===== config.mk =====
export PLATFORM = sky130hd
export DESIGN_NAME = byte_lane_and_command_decode
export DESIGN_NICKNAME = d
export VERILOG_FILES = /design/src/rtl/host_port_pkg.sv /design/src/rtl/byte_lane_and_command_decode.sv /design/src/rtl/cmd_decode.sv /design/src/rtl/lane_steer.sv
export SDC_FILE = /design/constraint.sdc
export NUM_CORES = 1
export LEC_CHECK = 0
export ABC_AREA = 1
export BUFFER_PORTS_ARGS = -buffer_cell sky130_fd_sc_hd__buf_4
export CORE_MARGIN = 2
export CORE_UTILIZATION = 50
export DETAILED_ROUTE_END_ITERATION = 7
export PLACE_DENSITY = 0.79
export SETUP_SLACK_MARGIN = 0.1
export SYNTH_ARGS = -nofsm -noshare
export SYNTH_HDL_FRONTEND = slang
export SYNTH_HIERARCHICAL = 1
export SYNTH_SLANG_ARGS = --single-unit
export TNS_END_PERCENT = 5

===== constraint.sdc =====
create_clock -name ref_clk -period 2.2 [get_ports ref_clk]
set_clock_uncertainty 0.2 [all_clocks]
set_input_delay 0.33 -clock ref_clk [delete_from_list [all_inputs] [get_ports ref_clk]]
set_output_delay 0.33 -clock ref_clk [all_outputs]
set_load 0.02 [all_outputs]

===== src/rtl/host_port_pkg.sv =====
// constants shared by the byte-lane and command decode block
package host_port_pkg;

	// command/pointer register fields
	localparam int unsigned PTR_LSB = 0;
	localparam int unsigned PTR_MSB = 2;
	localparam int unsigned CMD_LSB = 3;
	localparam int unsigned CMD_MSB = 5;
	localparam int unsigned CRC_LSB = 6;
	localparam int unsigned CRC_MSB = 7;
	localparam logic [3:0] PTR_RESET = 4'h0;
	localparam logic [3:0] PTR_HIGH_ADD = 4'h8;

	// command field encodings
	localparam logic [2:0] CMD_NULL = 3'h0;
	localparam logic [2:0] CMD_POINT_HIGH = 3'h1;
	localparam logic [2:0] CMD_RST_EXT_STATUS = 3'h2;
	localparam logic [2:0] CMD_SEND_ABORT = 3'h3;
	localparam logic [2:0] CMD_INT_NEXT_RX = 3'h4;
	localparam logic [2:0] CMD_RST_TX_INT = 3'h5;
	localparam logic [2:0] CMD_ERROR_RESET = 3'h6;
	localparam logic [2:0] CMD_RST_HIGH_IUS = 3'h7;

	// crc-reset field encodings
	localparam logic [1:0] CRC_NULL = 2'h0;
	localparam logic [1:0] CRC_RST_RX = 2'h1;
	localparam logic [1:0] CRC_RST_TX = 2'h2;
	localparam logic [1:0] CRC_RST_EOM = 2'h3;

	// pulse vector bit positions (one bit per channel action)
	localparam int unsigned ACT_RST_EXT_STATUS = 0;
	localparam int unsigned ACT_SEND_ABORT = 1;
	localparam int unsigned ACT_INT_NEXT_RX = 2;
	localparam int unsigned ACT_RST_TX_INT = 3;
	localparam int unsigned ACT_ERROR_RESET = 4;
	localparam int unsigned ACT_RST_HIGH_IUS = 5;
	localparam int unsigned ACT_RST_RX_CRC = 6;
	localparam int unsigned ACT_RST_TX_CRC = 7;
	localparam int unsigned ACT_RST_EOM = 8;
	localparam int unsigned ACT_W = 9;

	// pointer sequence states
	typedef enum logic [2:0] {
		PTR_IDLE = 3'b001,
		PTR_ARMED = 3'b010,
		PTR_DONE = 3'b100
	} ptr_state_t;

endpackage


===== src/rtl/byte_lane_and_command_decode.sv =====
// host port: byte lanes, register pointer and command decode
`timescale 1ns/1ps
`default_nettype none
module byte_lane_and_command_decode (
	// clock and reset
	input wire logic ref_clk,
	input wire logic rst_b,
	// slave access pins
	input wire logic chip_en_b,
	input wire logic rd_b,
	input wire logic wr_b,
	input wire logic section_select,
	input wire logic channel_select,
	input wire logic [15:0] data_in,
	output logic [15:0] data_out,
	output logic data_oe,
	// dma side, from logic on this clock
	input wire logic dma_master,
	input wire logic dma_to_mem,
	input wire logic dma_strobe,
	input wire logic dma_addr_lsb,
	input wire logic swap_en,
	input wire logic swap_sel,
	input wire logic [7:0] dma_tx_byte,
	output logic [7:0] dma_rx_byte,
	output logic dma_rx_valid,
	// register file side
	input wire logic [7:0] reg_rd_data,
	output logic [3:0] reg_ptr,
	output logic reg_wr,
	output logic reg_rd,
	output logic [7:0] reg_wr_data,
	output logic chan_a_sel,
	output logic dma_sel,
	output logic [host_port_pkg::ACT_W-1:0] chan_act
);

	// pin synchronisers
	logic [1:0] ce_s1_ff, ce_s2_ff, rd_s1_ff, rd_s2_ff, wr_s1_ff, wr_s2_ff;
	logic [1:0] sec_s1_ff, sec_s2_ff, ch_s1_ff, ch_s2_ff;
	logic [15:0] din_s1_ff, din_s2_ff;
	logic rd_prev_ff, wr_prev_ff;
	logic ce_sync, rd_sync, wr_sync, sec_sync, ch_sync;
	logic rd_act, wr_act, rd_start, wr_start;

	always_ff @(posedge ref_clk or negedge rst_b) begin
		if (!rst_b) begin
			ce_s1_ff <= 2'h3;
			ce_s2_ff <= 2'h3;
			rd_s1_ff <= 2'h3;
			rd_s2_ff <= 2'h3;
			wr_s1_ff <= 2'h3;
			wr_s2_ff <= 2'h3;
			sec_s1_ff <= 2'h0;
			sec_s2_ff <= 2'h0;
			ch_s1_ff <= 2'h0;
			ch_s2_ff <= 2'h0;
			din_s1_ff <= 16'h0000;
			din_s2_ff <= 16'h0000;
			rd_prev_ff <= 1'b0;
			wr_prev_ff <= 1'b0;
		end else begin
			ce_s1_ff <= {ce_s1_ff[0], chip_en_b};
			ce_s2_ff <= {ce_s2_ff[0], ce_s1_ff[1]};
			rd_s1_ff <= {rd_s1_ff[0], rd_b};
			rd_s2_ff <= {rd_s2_ff[0], rd_s1_ff[1]};
			wr_s1_ff <= {wr_s1_ff[0], wr_b};
			wr_s2_ff <= {wr_s2_ff[0], wr_s1_ff[1]};
			sec_s1_ff <= {sec_s1_ff[0], section_select};
			sec_s2_ff <= {sec_s2_ff[0], sec_s1_ff[1]};
			ch_s1_ff <= {ch_s1_ff[0], channel_select};
			ch_s2_ff <= {ch_s2_ff[0], ch_s1_ff[1]};
			din_s1_ff <= data_in;
			din_s2_ff <= din_s1_ff;
			rd_prev_ff <= rd_act;
			wr_prev_ff <= wr_act;
		end
	end

	// bit 1 of each chain's second stage, the fourth flop, is the synchronised pin
	always_comb begin
		ce_sync = ce_s2_ff[1];
		rd_sync = rd_s2_ff[1];
		wr_sync = wr_s2_ff[1];
		sec_sync = sec_s2_ff[1];
		ch_sync = ch_s2_ff[1];
		rd_act = !ce_sync && !rd_sync && !dma_master;
		wr_act = !ce_sync && !wr_sync && !dma_master;
		rd_start = rd_act && !rd_prev_ff;
		wr_start = wr_act && !wr_prev_ff;
	end

	// command decode and inbound lane choice
	logic [7:0] in_byte;
	logic [3:0] dec_ptr;
	logic [host_port_pkg::ACT_W-1:0] dec_act;

	lane_steer u_lane (
		.bus_data(dma_master ? data_in : din_s2_ff),
		.dma_mode(dma_master),
		.swap_en(swap_en),
		.swap_sel(swap_sel),
		.addr_lsb(dma_addr_lsb),
		.in_byte(in_byte)
	);

	cmd_decode u_dec (
		.cmd_byte(in_byte),
		.reg_num(dec_ptr),
		.act_vec(dec_act)
	);

	// pointer sequencer, one pointer shared by both sections and channels
	host_port_pkg::ptr_state_t ptr_st_ff, nxt_ptr_st;
	logic [3:0] ptr_ff, nxt_ptr;
	logic [3:0] acc_ptr;
	logic [host_port_pkg::ACT_W-1:0] act_ff, nxt_act;
	logic wr_ff, nxt_wr, rd_ff, nxt_rd;
	logic [7:0] wdata_ff, nxt_wdata;
	logic chan_a_ff, nxt_chan_a, dma_sel_ff, nxt_dma_sel;
	logic [3:0] out_ptr_ff;

	always_comb begin
		nxt_ptr_st = ptr_st_ff;
		nxt_ptr = ptr_ff;
		acc_ptr = ptr_ff;
		nxt_act = '0;
		nxt_wr = 1'b0;
		nxt_rd = 1'b0;
		nxt_wdata = wdata_ff;
		nxt_chan_a = chan_a_ff;
		nxt_dma_sel = dma_sel_ff;
		if (rd_start || wr_start) begin
			nxt_dma_sel = !sec_sync;
			nxt_chan_a = sec_sync && ch_sync;
			case (ptr_st_ff)
				host_port_pkg::PTR_IDLE: begin
					// access at pointer zero: command write or status read
					if (wr_start) begin
						nxt_ptr = dec_ptr;
						nxt_act = dec_act;
						nxt_ptr_st = host_port_pkg::PTR_ARMED;
					end else begin
						nxt_rd = 1'b1;
					end
				end
				host_port_pkg::PTR_ARMED: begin
					// second access reaches the pointed register
					nxt_wr = wr_start;
					nxt_rd = rd_start;
					nxt_wdata = in_byte;
					nxt_ptr = host_port_pkg::PTR_RESET;
					nxt_ptr_st = host_port_pkg::PTR_IDLE;
				end
				default: begin
					nxt_ptr = host_port_pkg::PTR_RESET;
					nxt_ptr_st = host_port_pkg::PTR_IDLE;
				end
			endcase
		end
		if (nxt_wr || nxt_rd) begin
			acc_ptr = ptr_ff;
		end else if ((rd_act || wr_act) && !(rd_start || wr_start)) begin
			// hold the pointer while the strobe stands
			acc_ptr = out_ptr_ff;
		end else begin
			acc_ptr = nxt_ptr;
		end
	end

	always_ff @(posedge ref_clk or negedge rst_b) begin
		if (!rst_b) begin
			ptr_st_ff <= host_port_pkg::PTR_IDLE;
			ptr_ff <= host_port_pkg::PTR_RESET;
			act_ff <= '0;
			wr_ff <= 1'b0;
			rd_ff <= 1'b0;
			wdata_ff <= 8'h00;
			chan_a_ff <= 1'b0;
			dma_sel_ff <= 1'b0;
		end else begin
			ptr_st_ff <= nxt_ptr_st;
			ptr_ff <= nxt_ptr;
			act_ff <= nxt_act;
			wr_ff <= nxt_wr;
			rd_ff <= nxt_rd;
			wdata_ff <= nxt_wdata;
			chan_a_ff <= nxt_chan_a;
			dma_sel_ff <= nxt_dma_sel;
		end
	end

	always_ff @(posedge ref_clk or negedge rst_b) begin
		if (!rst_b) begin
			out_ptr_ff <= host_port_pkg::PTR_RESET;
		end else begin
			out_ptr_ff <= acc_ptr;
		end
	end

	// outbound lanes and dma capture
	logic [15:0] dout_ff, nxt_dout;
	logic oe_ff, nxt_oe;
	logic [7:0] dma_rx_ff, nxt_dma_rx;
	logic dma_rxv_ff, nxt_dma_rxv;

	always_comb begin
		nxt_dout = dout_ff;
		nxt_oe = 1'b0;
		nxt_dma_rx = dma_rx_ff;
		nxt_dma_rxv = 1'b0;
		if (dma_master) begin
			if (dma_to_mem) begin
				nxt_oe = 1'b1;
				nxt_dout = {dma_tx_byte, dma_tx_byte};
			end else if (dma_strobe) begin
				nxt_dma_rx = in_byte;
				nxt_dma_rxv = 1'b1;
			end
		end else if (rd_act) begin
			nxt_oe = 1'b1;
			nxt_dout = {reg_rd_data, reg_rd_data};
		end
	end

	always_ff @(posedge ref_clk or negedge rst_b) begin
		if (!rst_b) begin
			dout_ff <= 16'h0000;
			oe_ff <= 1'b0;
			dma_rx_ff <= 8'h00;
			dma_rxv_ff <= 1'b0;
		end else begin
			dout_ff <= nxt_dout;
			oe_ff <= nxt_oe;
			dma_rx_ff <= nxt_dma_rx;
			dma_rxv_ff <= nxt_dma_rxv;
		end
	end

	always_comb begin
		data_out = dout_ff;
		data_oe = oe_ff;
		dma_rx_byte = dma_rx_ff;
		dma_rx_valid = dma_rxv_ff;
		reg_ptr = out_ptr_ff;
		reg_wr = wr_ff;
		reg_rd = rd_ff;
		reg_wr_data = wdata_ff;
		chan_a_sel = chan_a_ff;
		dma_sel = dma_sel_ff;
		chan_act = act_ff;
	end

	// checks
	chk_pointer_clears: assert property (@(posedge ref_clk) disable iff (!rst_b)
		(ptr_st_ff == host_port_pkg::PTR_ARMED && (rd_start || wr_start))
		|=> ptr_ff == 4'h0) else $error("pointer not cleared");
	chk_lanes_match: assert property (@(posedge ref_clk) disable iff (!rst_b)
		data_oe |-> data_out[15:8] == data_out[7:0])
		else $error("byte lanes differ");
	chk_read_dup: assert property (@(posedge ref_clk) disable iff (!rst_b)
		(rd_act && !dma_master) |=> data_oe && data_out[7:0] == $past(reg_rd_data))
		else $error("slave read byte wrong");
	chk_dma_dup: assert property (@(posedge ref_clk) disable iff (!rst_b)
		(dma_master && dma_to_mem) |=> data_out == {2{$past(dma_tx_byte)}})
		else $error("dma out byte wrong");
	chk_null_cmd: assert property (@(posedge ref_clk) disable iff (!rst_b)
		(wr_start && ptr_st_ff == host_port_pkg::PTR_IDLE
		&& in_byte[7:3] == 5'h00) |=> chan_act == '0)
		else $error("null command had effect");
	chk_ptr_load: assert property (@(posedge ref_clk) disable iff (!rst_b)
		(wr_start && ptr_st_ff == host_port_pkg::PTR_IDLE)
		|=> ptr_ff == {$past(in_byte[5:3]) == 3'h1, $past(in_byte[2:0])})
		else $error("pointer load wrong");
	chk_crc_eom: assert property (@(posedge ref_clk) disable iff (!rst_b)
		(wr_start && ptr_st_ff == host_port_pkg::PTR_IDLE
		&& in_byte[7:6] == 2'h3) |=> chan_act[host_port_pkg::ACT_RST_EOM])
		else $error("eom reset missing");
	chk_high_ius: assert property (@(posedge ref_clk) disable iff (!rst_b)
		(wr_start && ptr_st_ff == host_port_pkg::PTR_IDLE
		&& in_byte[5:3] == 3'h7) |=> chan_act[host_port_pkg::ACT_RST_HIGH_IUS])
		else $error("ius reset missing");
	chk_dma_section: assert property (@(posedge ref_clk) disable iff (!rst_b)
		((rd_start || wr_start) && !sec_sync) |=> dma_sel && !chan_a_sel)
		else $error("section select wrong");
	chk_swap_odd: assert property (@(posedge ref_clk) disable iff (!rst_b)
		(dma_master && !dma_to_mem && dma_strobe && swap_en && swap_sel
		&& dma_addr_lsb) |=> dma_rx_byte == $past(data_in[15:8]))
		else $error("odd byte lane wrong");

endmodule
`default_nettype wire


===== src/rtl/cmd_decode.sv =====
// decode of one command/pointer register byte into pointer and actions
`timescale 1ns/1ps
`default_nettype none
module cmd_decode (
	// written byte
	input wire logic [7:0] cmd_byte,
	// decoded result
	output logic [3:0] reg_num,
	output logic [host_port_pkg::ACT_W-1:0] act_vec
);

	logic [2:0] cmd_field;
	logic [1:0] crc_field;

	always_comb begin
		cmd_field = cmd_byte[host_port_pkg::CMD_MSB:host_port_pkg::CMD_LSB];
		crc_field = cmd_byte[host_port_pkg::CRC_MSB:host_port_pkg::CRC_LSB];
		reg_num = {1'b0, cmd_byte[host_port_pkg::PTR_MSB:host_port_pkg::PTR_LSB]};
		if (cmd_field == host_port_pkg::CMD_POINT_HIGH) begin
			reg_num = reg_num + host_port_pkg::PTR_HIGH_ADD;
		end
		act_vec = '0;
		case (cmd_field)
			host_port_pkg::CMD_RST_EXT_STATUS:
				act_vec[host_port_pkg::ACT_RST_EXT_STATUS] = 1'b1;
			host_port_pkg::CMD_SEND_ABORT:
				act_vec[host_port_pkg::ACT_SEND_ABORT] = 1'b1;
			host_port_pkg::CMD_INT_NEXT_RX:
				act_vec[host_port_pkg::ACT_INT_NEXT_RX] = 1'b1;
			host_port_pkg::CMD_RST_TX_INT:
				act_vec[host_port_pkg::ACT_RST_TX_INT] = 1'b1;
			host_port_pkg::CMD_ERROR_RESET:
				act_vec[host_port_pkg::ACT_ERROR_RESET] = 1'b1;
			host_port_pkg::CMD_RST_HIGH_IUS:
				act_vec[host_port_pkg::ACT_RST_HIGH_IUS] = 1'b1;
			default: begin
			end
		endcase
		case (crc_field)
			host_port_pkg::CRC_RST_RX:
				act_vec[host_port_pkg::ACT_RST_RX_CRC] = 1'b1;
			host_port_pkg::CRC_RST_TX:
				act_vec[host_port_pkg::ACT_RST_TX_CRC] = 1'b1;
			host_port_pkg::CRC_RST_EOM:
				act_vec[host_port_pkg::ACT_RST_EOM] = 1'b1;
			default: begin
			end
		endcase
	end

endmodule
`default_nettype wire


===== src/rtl/lane_steer.sv =====
// byte lane selection for bytes coming into the device
`timescale 1ns/1ps
`default_nettype none
module lane_steer (
	// bus data and mode
	input wire logic [15:0] bus_data,
	input wire logic dma_mode,
	input wire logic swap_en,
	input wire logic swap_sel,
	input wire logic addr_lsb,
	// chosen byte
	output logic [7:0] in_byte
);

	always_comb begin
		in_byte = bus_data[7:0];
		if (dma_mode && swap_en) begin
			// swap-select one: even low lane, odd high lane
			if (swap_sel) begin
				in_byte = addr_lsb ? bus_data[15:8] : bus_data[7:0];
			end else begin
				in_byte = addr_lsb ? bus_data[7:0] : bus_data[15:8];
			end
		end
	end

endmodule
`default_nettype wire


# After elaboration in Yosys (flattened, before gate mapping)
# Cells that the tools add are included.
# word_totals
ff_bits,112
in_bits,45
out_inout_bits,51
wordCells,108
# classes
addsub,1
eq_ne,15
n_mux,39
n_bitwise,1
reduce_logical,25
# ops
operator,count
16-bit 2-to-1 mux,4
8-bit 2-to-1 mux,4
9-bit 2-to-1 mux,3
4-bit 2-to-1 mux,6
1-bit 2-to-1 mux,19
3-bit == test (second input constant),4
3-bit by 2-bit == test with 1-bit output (second input constant),3
1-bit logical AND,9
1-bit logical NOT,8
3-bit by 1-bit == test with 1-bit output (second input constant),2
3-bit 2-to-1 mux,2
2-bit AND reduction,3
3-bit by 4-bit adder with 4-bit output (second input constant),1
2-bit == test (second input constant),2
2-bit inequality test (second input constant),2
1-bit logical OR,3
3-bit AND reduction,1
2-bit by 1-bit == test with 1-bit output (second input constant),1
2-bit by 1-bit inequality test with 1-bit output (second input constant),1
1-bit case mux with 2 select lines,1
2-bit nonzero test,1
1-bit inverter,1

# Longest topological paths before layout
# logic_depth
word_depth,11
mapped_depth,16
mapped_depth_nobuf,14

# Modules after synthesis
# The synthesis kept the hierarchy.
# modules_own_cells
module,instances,cells_each,area_each_um2,seq_area_each_um2
byte_lane_and_command_decode,1,346,3762.4,2593.7
lane_steer,1,31,156.4,0.0
cmd_decode,1,23,97.6,0.0

# Worst setup path before layout
# Ideal clock, no wire load.
# synth_path
path_type,input to register
startpoint,in dma_master
endpoint,"reg out_ptr_ff[3], in the netlist reg_ptr[3]"
setup_ns,0.117
t_arrival_ns,1.686
required_ns,1.883
slack_ns,0.197
stages,16
path_buffers,2
path_cell_list,buf_6 -> inv_2 -> clkbuf_1 -> nand2_1 -> nand2_1 -> nand4_1 -> nand2_1 -> inv_1 -> nand2_1 -> nor2_1 -> nand2_1 -> nand3_1 -> nand4_1 -> nand2_1 -> nand2_1 -> nand2_1
# synth_via
elab_chain_cells,11
word_cells_on_any_way,30
classes_between,1 x add/sub; 2 x eq/ne; 16 x mux; 11 x reduce/logical
# synth_rtl
element,line,text
start: declaration,byte_lane_and_command_decode.sv:18,"input wire logic dma_master,"
16-bit 2-to-1 mux,byte_lane_and_command_decode.sv:99,".bus_data(dma_master ? data_in : din_s2_ff),"
"8-bit 2-to-1 mux, on equally long branches","lane_steer.sv:22, lane_steer.sv:20",
8-bit 2-to-1 mux,lane_steer.sv:19,if (swap_sel) begin
8-bit 2-to-1 mux (*),lane_steer.sv:17,if (dma_mode && swap_en) begin
via in_byte[4],byte_lane_and_command_decode.sv:94,logic [7:0] in_byte;
3-bit by 1-bit == test with 1-bit output (*),cmd_decode.sv:19,if (cmd_field == host_port_pkg::CMD_POINT_HIGH) begin
4-bit 2-to-1 mux (*),cmd_decode.sv:19,
via dec_ptr[3],byte_lane_and_command_decode.sv:95,logic [3:0] dec_ptr;
4-bit 2-to-1 mux (*),byte_lane_and_command_decode.sv:139,if (wr_start) begin
4-bit 2-to-1 mux (*),byte_lane_and_command_decode.sv:136,case (ptr_st_ff)
4-bit 2-to-1 mux (*),byte_lane_and_command_decode.sv:133,if (rd_start || wr_start) begin
4-bit 2-to-1 mux (*),byte_lane_and_command_decode.sv:163,end else if ((rd_act || wr_act) && !(rd_start || wr_start)) begin
4-bit 2-to-1 mux (*),byte_lane_and_command_decode.sv:161,if (nxt_wr || nxt_rd) begin
end signal: assignment,byte_lane_and_command_decode.sv:195,out_ptr_ff <= host_port_pkg::PTR_RESET;
end signal: assignment,byte_lane_and_command_decode.sv:197,out_ptr_ff <= acc_ptr;
end: declaration,byte_lane_and_command_decode.sv:121,logic [3:0] out_ptr_ff;
# The timed path passes the listed nets; every way through them passes the cells marked *. The select of a mux whose other input is x is not followed.
# A chain may end at the register's enable or synchronous reset.

# Worst setup path in the final report
# layout_path
startpoint,in data_in[12]
endpoint,"reg out_ptr_ff[3], in the netlist reg_ptr[3]"
# layout_via
elab_chain_cells,11
word_cells_on_any_way,12
classes_between,1 x eq/ne; 11 x mux
# layout_rtl
element,line,text
start: declaration,byte_lane_and_command_decode.sv:14,"input wire logic [15:0] data_in,"
16-bit 2-to-1 mux (*),byte_lane_and_command_decode.sv:99,
"8-bit 2-to-1 mux, on equally long branches","lane_steer.sv:22, lane_steer.sv:20",
8-bit 2-to-1 mux (*),lane_steer.sv:19,
8-bit 2-to-1 mux (*),lane_steer.sv:17,
via in_byte[4],byte_lane_and_command_decode.sv:94,
3-bit by 1-bit == test with 1-bit output (*),cmd_decode.sv:19,
4-bit 2-to-1 mux (*),cmd_decode.sv:19,
via dec_ptr[3],byte_lane_and_command_decode.sv:95,
4-bit 2-to-1 mux (*),byte_lane_and_command_decode.sv:139,
4-bit 2-to-1 mux (*),byte_lane_and_command_decode.sv:136,
4-bit 2-to-1 mux (*),byte_lane_and_command_decode.sv:133,
4-bit 2-to-1 mux (*),byte_lane_and_command_decode.sv:163,
4-bit 2-to-1 mux (*),byte_lane_and_command_decode.sv:161,
# Marked as above.

==> metrics.txt <==
# TYPE chip_impl_metric gauge
chip_impl_metric{name="first_global_vias",unit=""} 3021
chip_impl_info{name="regToRegStartpoint",value="ptr_st_ff[0]$_DFFE_PN1P_"} 1
chip_impl_info{name="crit_type",value="input port to register"} 1
chip_impl_metric{name="synth.distinct_cells",unit=""} 27
chip_impl_metric{name="fp.dieW",unit="um"} 93.6
chip_impl_metric{name="synth-compound-area-share",unit="%"} 4.27
chip_impl_metric{name="finalWorstSetupSlack",unit="ns"} 0.287
chip_impl_metric{name="place_area",unit="um2"} 4790
chip_impl_metric{name="detail_route.vias_per_cell",unit=""} 4.79
chip_impl_metric{name="placed_cells_incl_taps",unit=""} 583
chip_impl_metric{name="dpl_worst_slack",unit="ns"} 0.194
chip_impl_metric{name="postSynthNetCount",unit=""} 447
chip_impl_info{name="slowest_stage",value="sky130_fd_sc_hd__dlygate4sd3_1"} 1
chip_impl_metric{name="irDropWorstVdd",unit="uV"} 671
chip_impl_metric{name="yosys.area_share.xor_xnor",unit="%"} 0
chip_impl_metric{name="dieArea",unit="um2"} 8770
chip_impl_metric{name="initial_util",unit="%"} 51.7
chip_impl_metric{name="ys.warnings.count",unit=""} 6
chip_impl_metric{name="hold-worst-slack",unit="ns"} 0.0312
chip_impl_info{name="mostFrequentLayoutCells",value="132 x sky130_fd_sc_hd__nand2_1, 99 x sky130_fd_sc_hd__buf_4, 90 x sky130_fd_sc_hd__dfrtp_1, 41 x sky130_fd_sc_hd__inv_1, 30 x sky130_fd_sc_hd__nor2_1"} 1
chip_impl_metric{name="synth-async-reset-ratio",unit="%"} 100
chip_impl_metric{name="critPathArrivalTime",unit="ns"} 2.01
chip_impl_metric{name="worstMarginPinSlew",unit="ns"} 0.462
chip_impl_metric{name="cts_num_sinks",unit=""} 103
chip_impl_metric{name="vias",unit=""} 2976
chip_impl_metric{name="fin_cells",unit=""} 621
chip_impl_metric{name="post_route_cells_drive_above_1_share",unit="%"} 28.3
chip_impl_metric{name="synth-seq-area-share",unit="%"} 64.6
chip_impl_metric{name="global_route.usage.met3",unit="%"} 4.67
chip_impl_metric{name="cp.required",unit="ns"} 2.30
chip_impl_metric{name="grt_first_pass_wirelength",unit="mm"} 13.8
chip_impl_metric{name="die_height",unit="um"} 93.6
chip_impl_metric{name="place.port_buffers",unit=""} 95
chip_impl_info{name="endpoint_of_the_worst_hold_timing_path",value="data_out[11]$_DFFE_PN0P_"} 1
chip_impl_metric{name="insertion_delay",unit="ns"} 0.36
chip_impl_info{name="synth-main-ff-cell",value="sky130_fd_sc_hd__dfrtp_1"} 1
chip_impl_metric{name="critical-path-max-stage-delay",unit="ns"} 0.53
chip_impl_metric{name="setup_viol",unit=""} 0
chip_impl_metric{name="synth_mux_area_share",unit="%"} 0
chip_impl_info{name="busiest_layer",value="met2"} 1
chip_impl_metric{name="grt_max_degree",unit=""} 38
chip_impl_metric{name="synthesized_instance_count",unit=""} 400
chip_impl_info{name="setup_repair_after_global_routing_missed_its_margin",value="false"} 1
chip_impl_metric{name="cts.reportedPaths.clkPinSlew",unit="ns"} 0.09
chip_impl_info{name="timing.rr.end",value="reg_ptr[3]$_DFFE_PN0P_"} 1
chip_impl_metric{name="total_negative_setup_slacks",unit="ns"} 0
chip_impl_metric{name="synth_area",unit="um2"} 4020
chip_impl_metric{name="synth.ff_latch_count",unit=""} 103
chip_impl_metric{name="period_minus_slack",unit="ns"} 1.91
chip_impl_info{name="cpLargestDelayFamily",value="simple AND/OR/NAND/NOR gates"} 1
chip_impl_metric{name="worst-r2r-setup-slack",unit="ns"} 0.44
chip_impl_metric{name="cts_inserted_buffers",unit=""} 9
chip_impl_metric{name="layout-area-overhead-vs-synth",unit="%"} 29.6
chip_impl_info{name="critical_path.startpoint",value="data_in[12]"} 1
chip_impl_metric{name="gpl.final_weighted_congestion",unit=""} 0.890
chip_impl_info{name="worstSetupEndpointType",value="register"} 1
chip_impl_metric{name="fmax",unit="MHz"} 523
chip_impl_metric{name="drv_cap",unit=""} 0
chip_impl_metric{name="global_route_met1_utilization",unit="%"} 25.2
chip_impl_metric{name="route.final.wire_length",unit="mm"} 8.21
chip_impl_metric{name="cp.buffers_inverters",unit=""} 3
chip_impl_metric{name="antenna_found_initial",unit=""} 0
chip_impl_metric{name="synth_adder_area_share",unit="%"} 0.623
chip_impl_metric{name="detailed_route_wire_length_per_cell",unit="um"} 13.2
chip_impl_metric{name="overflow",unit=""} 0
chip_impl_metric{name="synth-edff-count",unit=""} 0
chip_impl_metric{name="core_region_area",unit="um2"} 7770
chip_impl_metric{name="final_core_util",unit="%"} 67.0
chip_impl_metric{name="rows",unit=""} 32
chip_impl_metric{name="max-clock-path-buffers",unit=""} 2
chip_impl_metric{name="max_slew_margin",unit="%"} 69.2
chip_impl_metric{name="fin_nets",unit=""} 561
chip_impl_metric{name="r2r.worst_path.cells",unit=""} 10
chip_impl_info{name="min-delay-path-class",value="input port to register"} 1
chip_impl_info{name="clock_tree_from_tritoncts",value="done"} 1
chip_impl_metric{name="synth_largest_type_area_fraction",unit="%"} 56.1
chip_impl_metric{name="yosys.area_share.simple",unit="%"} 22.7
chip_impl_metric{name="cts_htree_levels",unit=""} 3
chip_impl_metric{name="power_density",unit="nW/um2"} 926
chip_impl_metric{name="boundaryPins",unit=""} 96
chip_impl_metric{name="avg_synthesized_cell_area",unit="um2"} 10.0
chip_impl_metric{name="timing_hold_violations_final",unit=""} 0
chip_impl_metric{name="fin_area",unit="um2"} 5200
chip_impl_metric{name="gr-usage-all-layers",unit="%"} 20.3
chip_impl_info{name="worstSetupStartpointType",value="input port"} 1
chip_impl_metric{name="grt_use_met2",unit="%"} 36.5
chip_impl_metric{name="leakage",unit="nW"} 2.72
chip_impl_metric{name="worstPathMaxFanout",unit=""} 4
chip_impl_metric{name="detailed_route_drc_error_count",unit=""} 0
chip_impl_info{name="most_common_cell_after_layout_fill_and_taps_aside",value="sky130_fd_sc_hd__nand2_1"} 1
chip_impl_metric{name="hpwl",unit="mm"} 6.00
chip_impl_info{name="post_synth_main_area_contributors",value="sky130_fd_sc_hd__dfrtp_1 56%, sky130_fd_sc_hd__nand2_1 12%, sky130_fd_sc_hd__dfstp_2 8.5%"} 1
chip_impl_info{name="clk_root_buffer_cell",value="sky130_fd_sc_hd__clkbuf_8"} 1
chip_impl_info{name="combinational_family_with_the_most_area_after_synthesis",value="simple AND/OR/NAND/NOR gates"} 1
chip_impl_metric{name="fin_crit_sh",unit="%"} 87.0
chip_impl_metric{name="inserted_diodes",unit=""} 0
chip_impl_metric{name="first_iter_violations",unit=""} 150
chip_impl_metric{name="drt_pass1_iterations",unit=""} 4
chip_impl_metric{name="hold-path-cell-count",unit=""} 3
chip_impl_metric{name="total_power",unit="mW"} 4.82
chip_impl_info{name="outcome",value="finished, final reports clean"} 1
chip_impl_info{name="crit_top_cell",value="sky130_fd_sc_hd__nand2_1"} 1
chip_impl_info{name="cp_cell_sequence",value="dlygate4sd3_1 -> buf_4 -> nand2_1 -> nand2_1 -> nand4_1 -> nand2_1 -> inv_1 -> nand2_1 -> nor2_1 -> nand2_1 -> nand3_1 -> nand4_1 -> nand2_1 -> nand2_1 -> nand2_1"} 1
chip_impl_info{name="synth_area_leader_cell",value="sky130_fd_sc_hd__dfrtp_1"} 1
chip_impl_metric{name="cts_setup_buffers",unit=""} 0
chip_impl_metric{name="ant_nets",unit=""} 0
chip_impl_info{name="min-delay-start",value="reg_rd_data[3]"} 1
chip_impl_metric{name="maxSlewViolCount",unit=""} 0
==> state kept, by name, summed over array words and instances, names as in the netlist, 2 cells and up <==
signal	flops
ptr_st_ff	2
din_s2_ff	16
reg_wr_data	8
ch_s1_ff	2
dma_rx_byte	8
reg_ptr	4
wr_s1_ff	2
ptr_ff	4
ce_s2_ff	2
sec_s1_ff	2
ce_s1_ff	2
data_out	8
din_s1_ff	16
wr_s2_ff	2
rd_s2_ff	2
rd_s1_ff	2
chan_act	9
sec_s2_ff	2
ch_s2_ff	2
==> worst register-to-register path, delay by kind of cell (launching register included) <==
family	cells	cell delay, ns
and+or+nand+nor	8	0.60
DFF	1	0.54
buffers and inverters	1	0.05
adders and majority gates	1	0.25
==> power breakdown <==
part / leakage [nW] / internal [mW] / switching, mW
Clock: 0.101 / 0.565 / 0.604
Combinational: 1.38 / 0.549 / 0.768
Sequential: 1.24 / 2.18 / 0.152
Total: 2.72 / 3.29 / 1.52
==> synth_stat cells (all sizes together), types with 2 or more instances <==
cell type / number
or2: 4
nand2: 140
ha: 2
clkbuf: 5
nand4: 13
buf: 15
a31oi: 8
nor2: 31
dfrtp: 90
inv: 45
o21ai: 16
nand3: 13
dfstp: 13
==> timing repair <==
| item | 4_1_cts | 5_1_grt |
|---|---|---|
| gates resized for setup | 0 | 0 |
| hold buffers | 22 | 0 |
| endpoints found under the hold margin | 48 | 0 |
==> final cells by class <==
class,instances,area (um2)
Tap cell,102,128
Inverter,46,174
Timing Repair Buffer,123,1000
Sequential cell,103,2590
Fill cell,610,2560
Multi-Input combinational cell,231,1110
Clock buffer,12,145
Clock inverter,4,52.6
==> cell families (layout without fill, tap and decap cells) <==
kind of cell	after synthesis	after routing
flops	103	103
compound gates	28	28
fa+ha+maj	2	2
simple gates	201	201
buf+inv	66	185
==> worst max path at each step <==
stage | to | slack (ns) | cells after the start
finish | reg_ptr[3]$_DFFE_PN0P_ | 0.29 | 15
global route | reg_ptr[3]$_DFFE_PN0P_ | 0.10 | 15
CTS | reg_ptr[3]$_DFFE_PN0P_ | 0.29 | 15
detailed placement | reg_ptr[3]$_DFFE_PN0P_ | 0.19 | 15
global placement | reg_ptr[3]$_DFFE_PN0P_ | 0.25 | 15
floorplan | reg_ptr[3]$_DFFE_PN0P_ | 0.20 | 16
==> routing by layer <==
| layer | share of wire (%) | vias to the layer above |
|---|---|---|
| met5 | 0 | - |
| met4 | 0.88 | 0 |
| met3 | 4.3 | 8 |
| met2 | 53 | 78 |
| met1 | 42 | 1434 |
| li1 | - | 1456 |
Power figures use the tool's default switching activity.
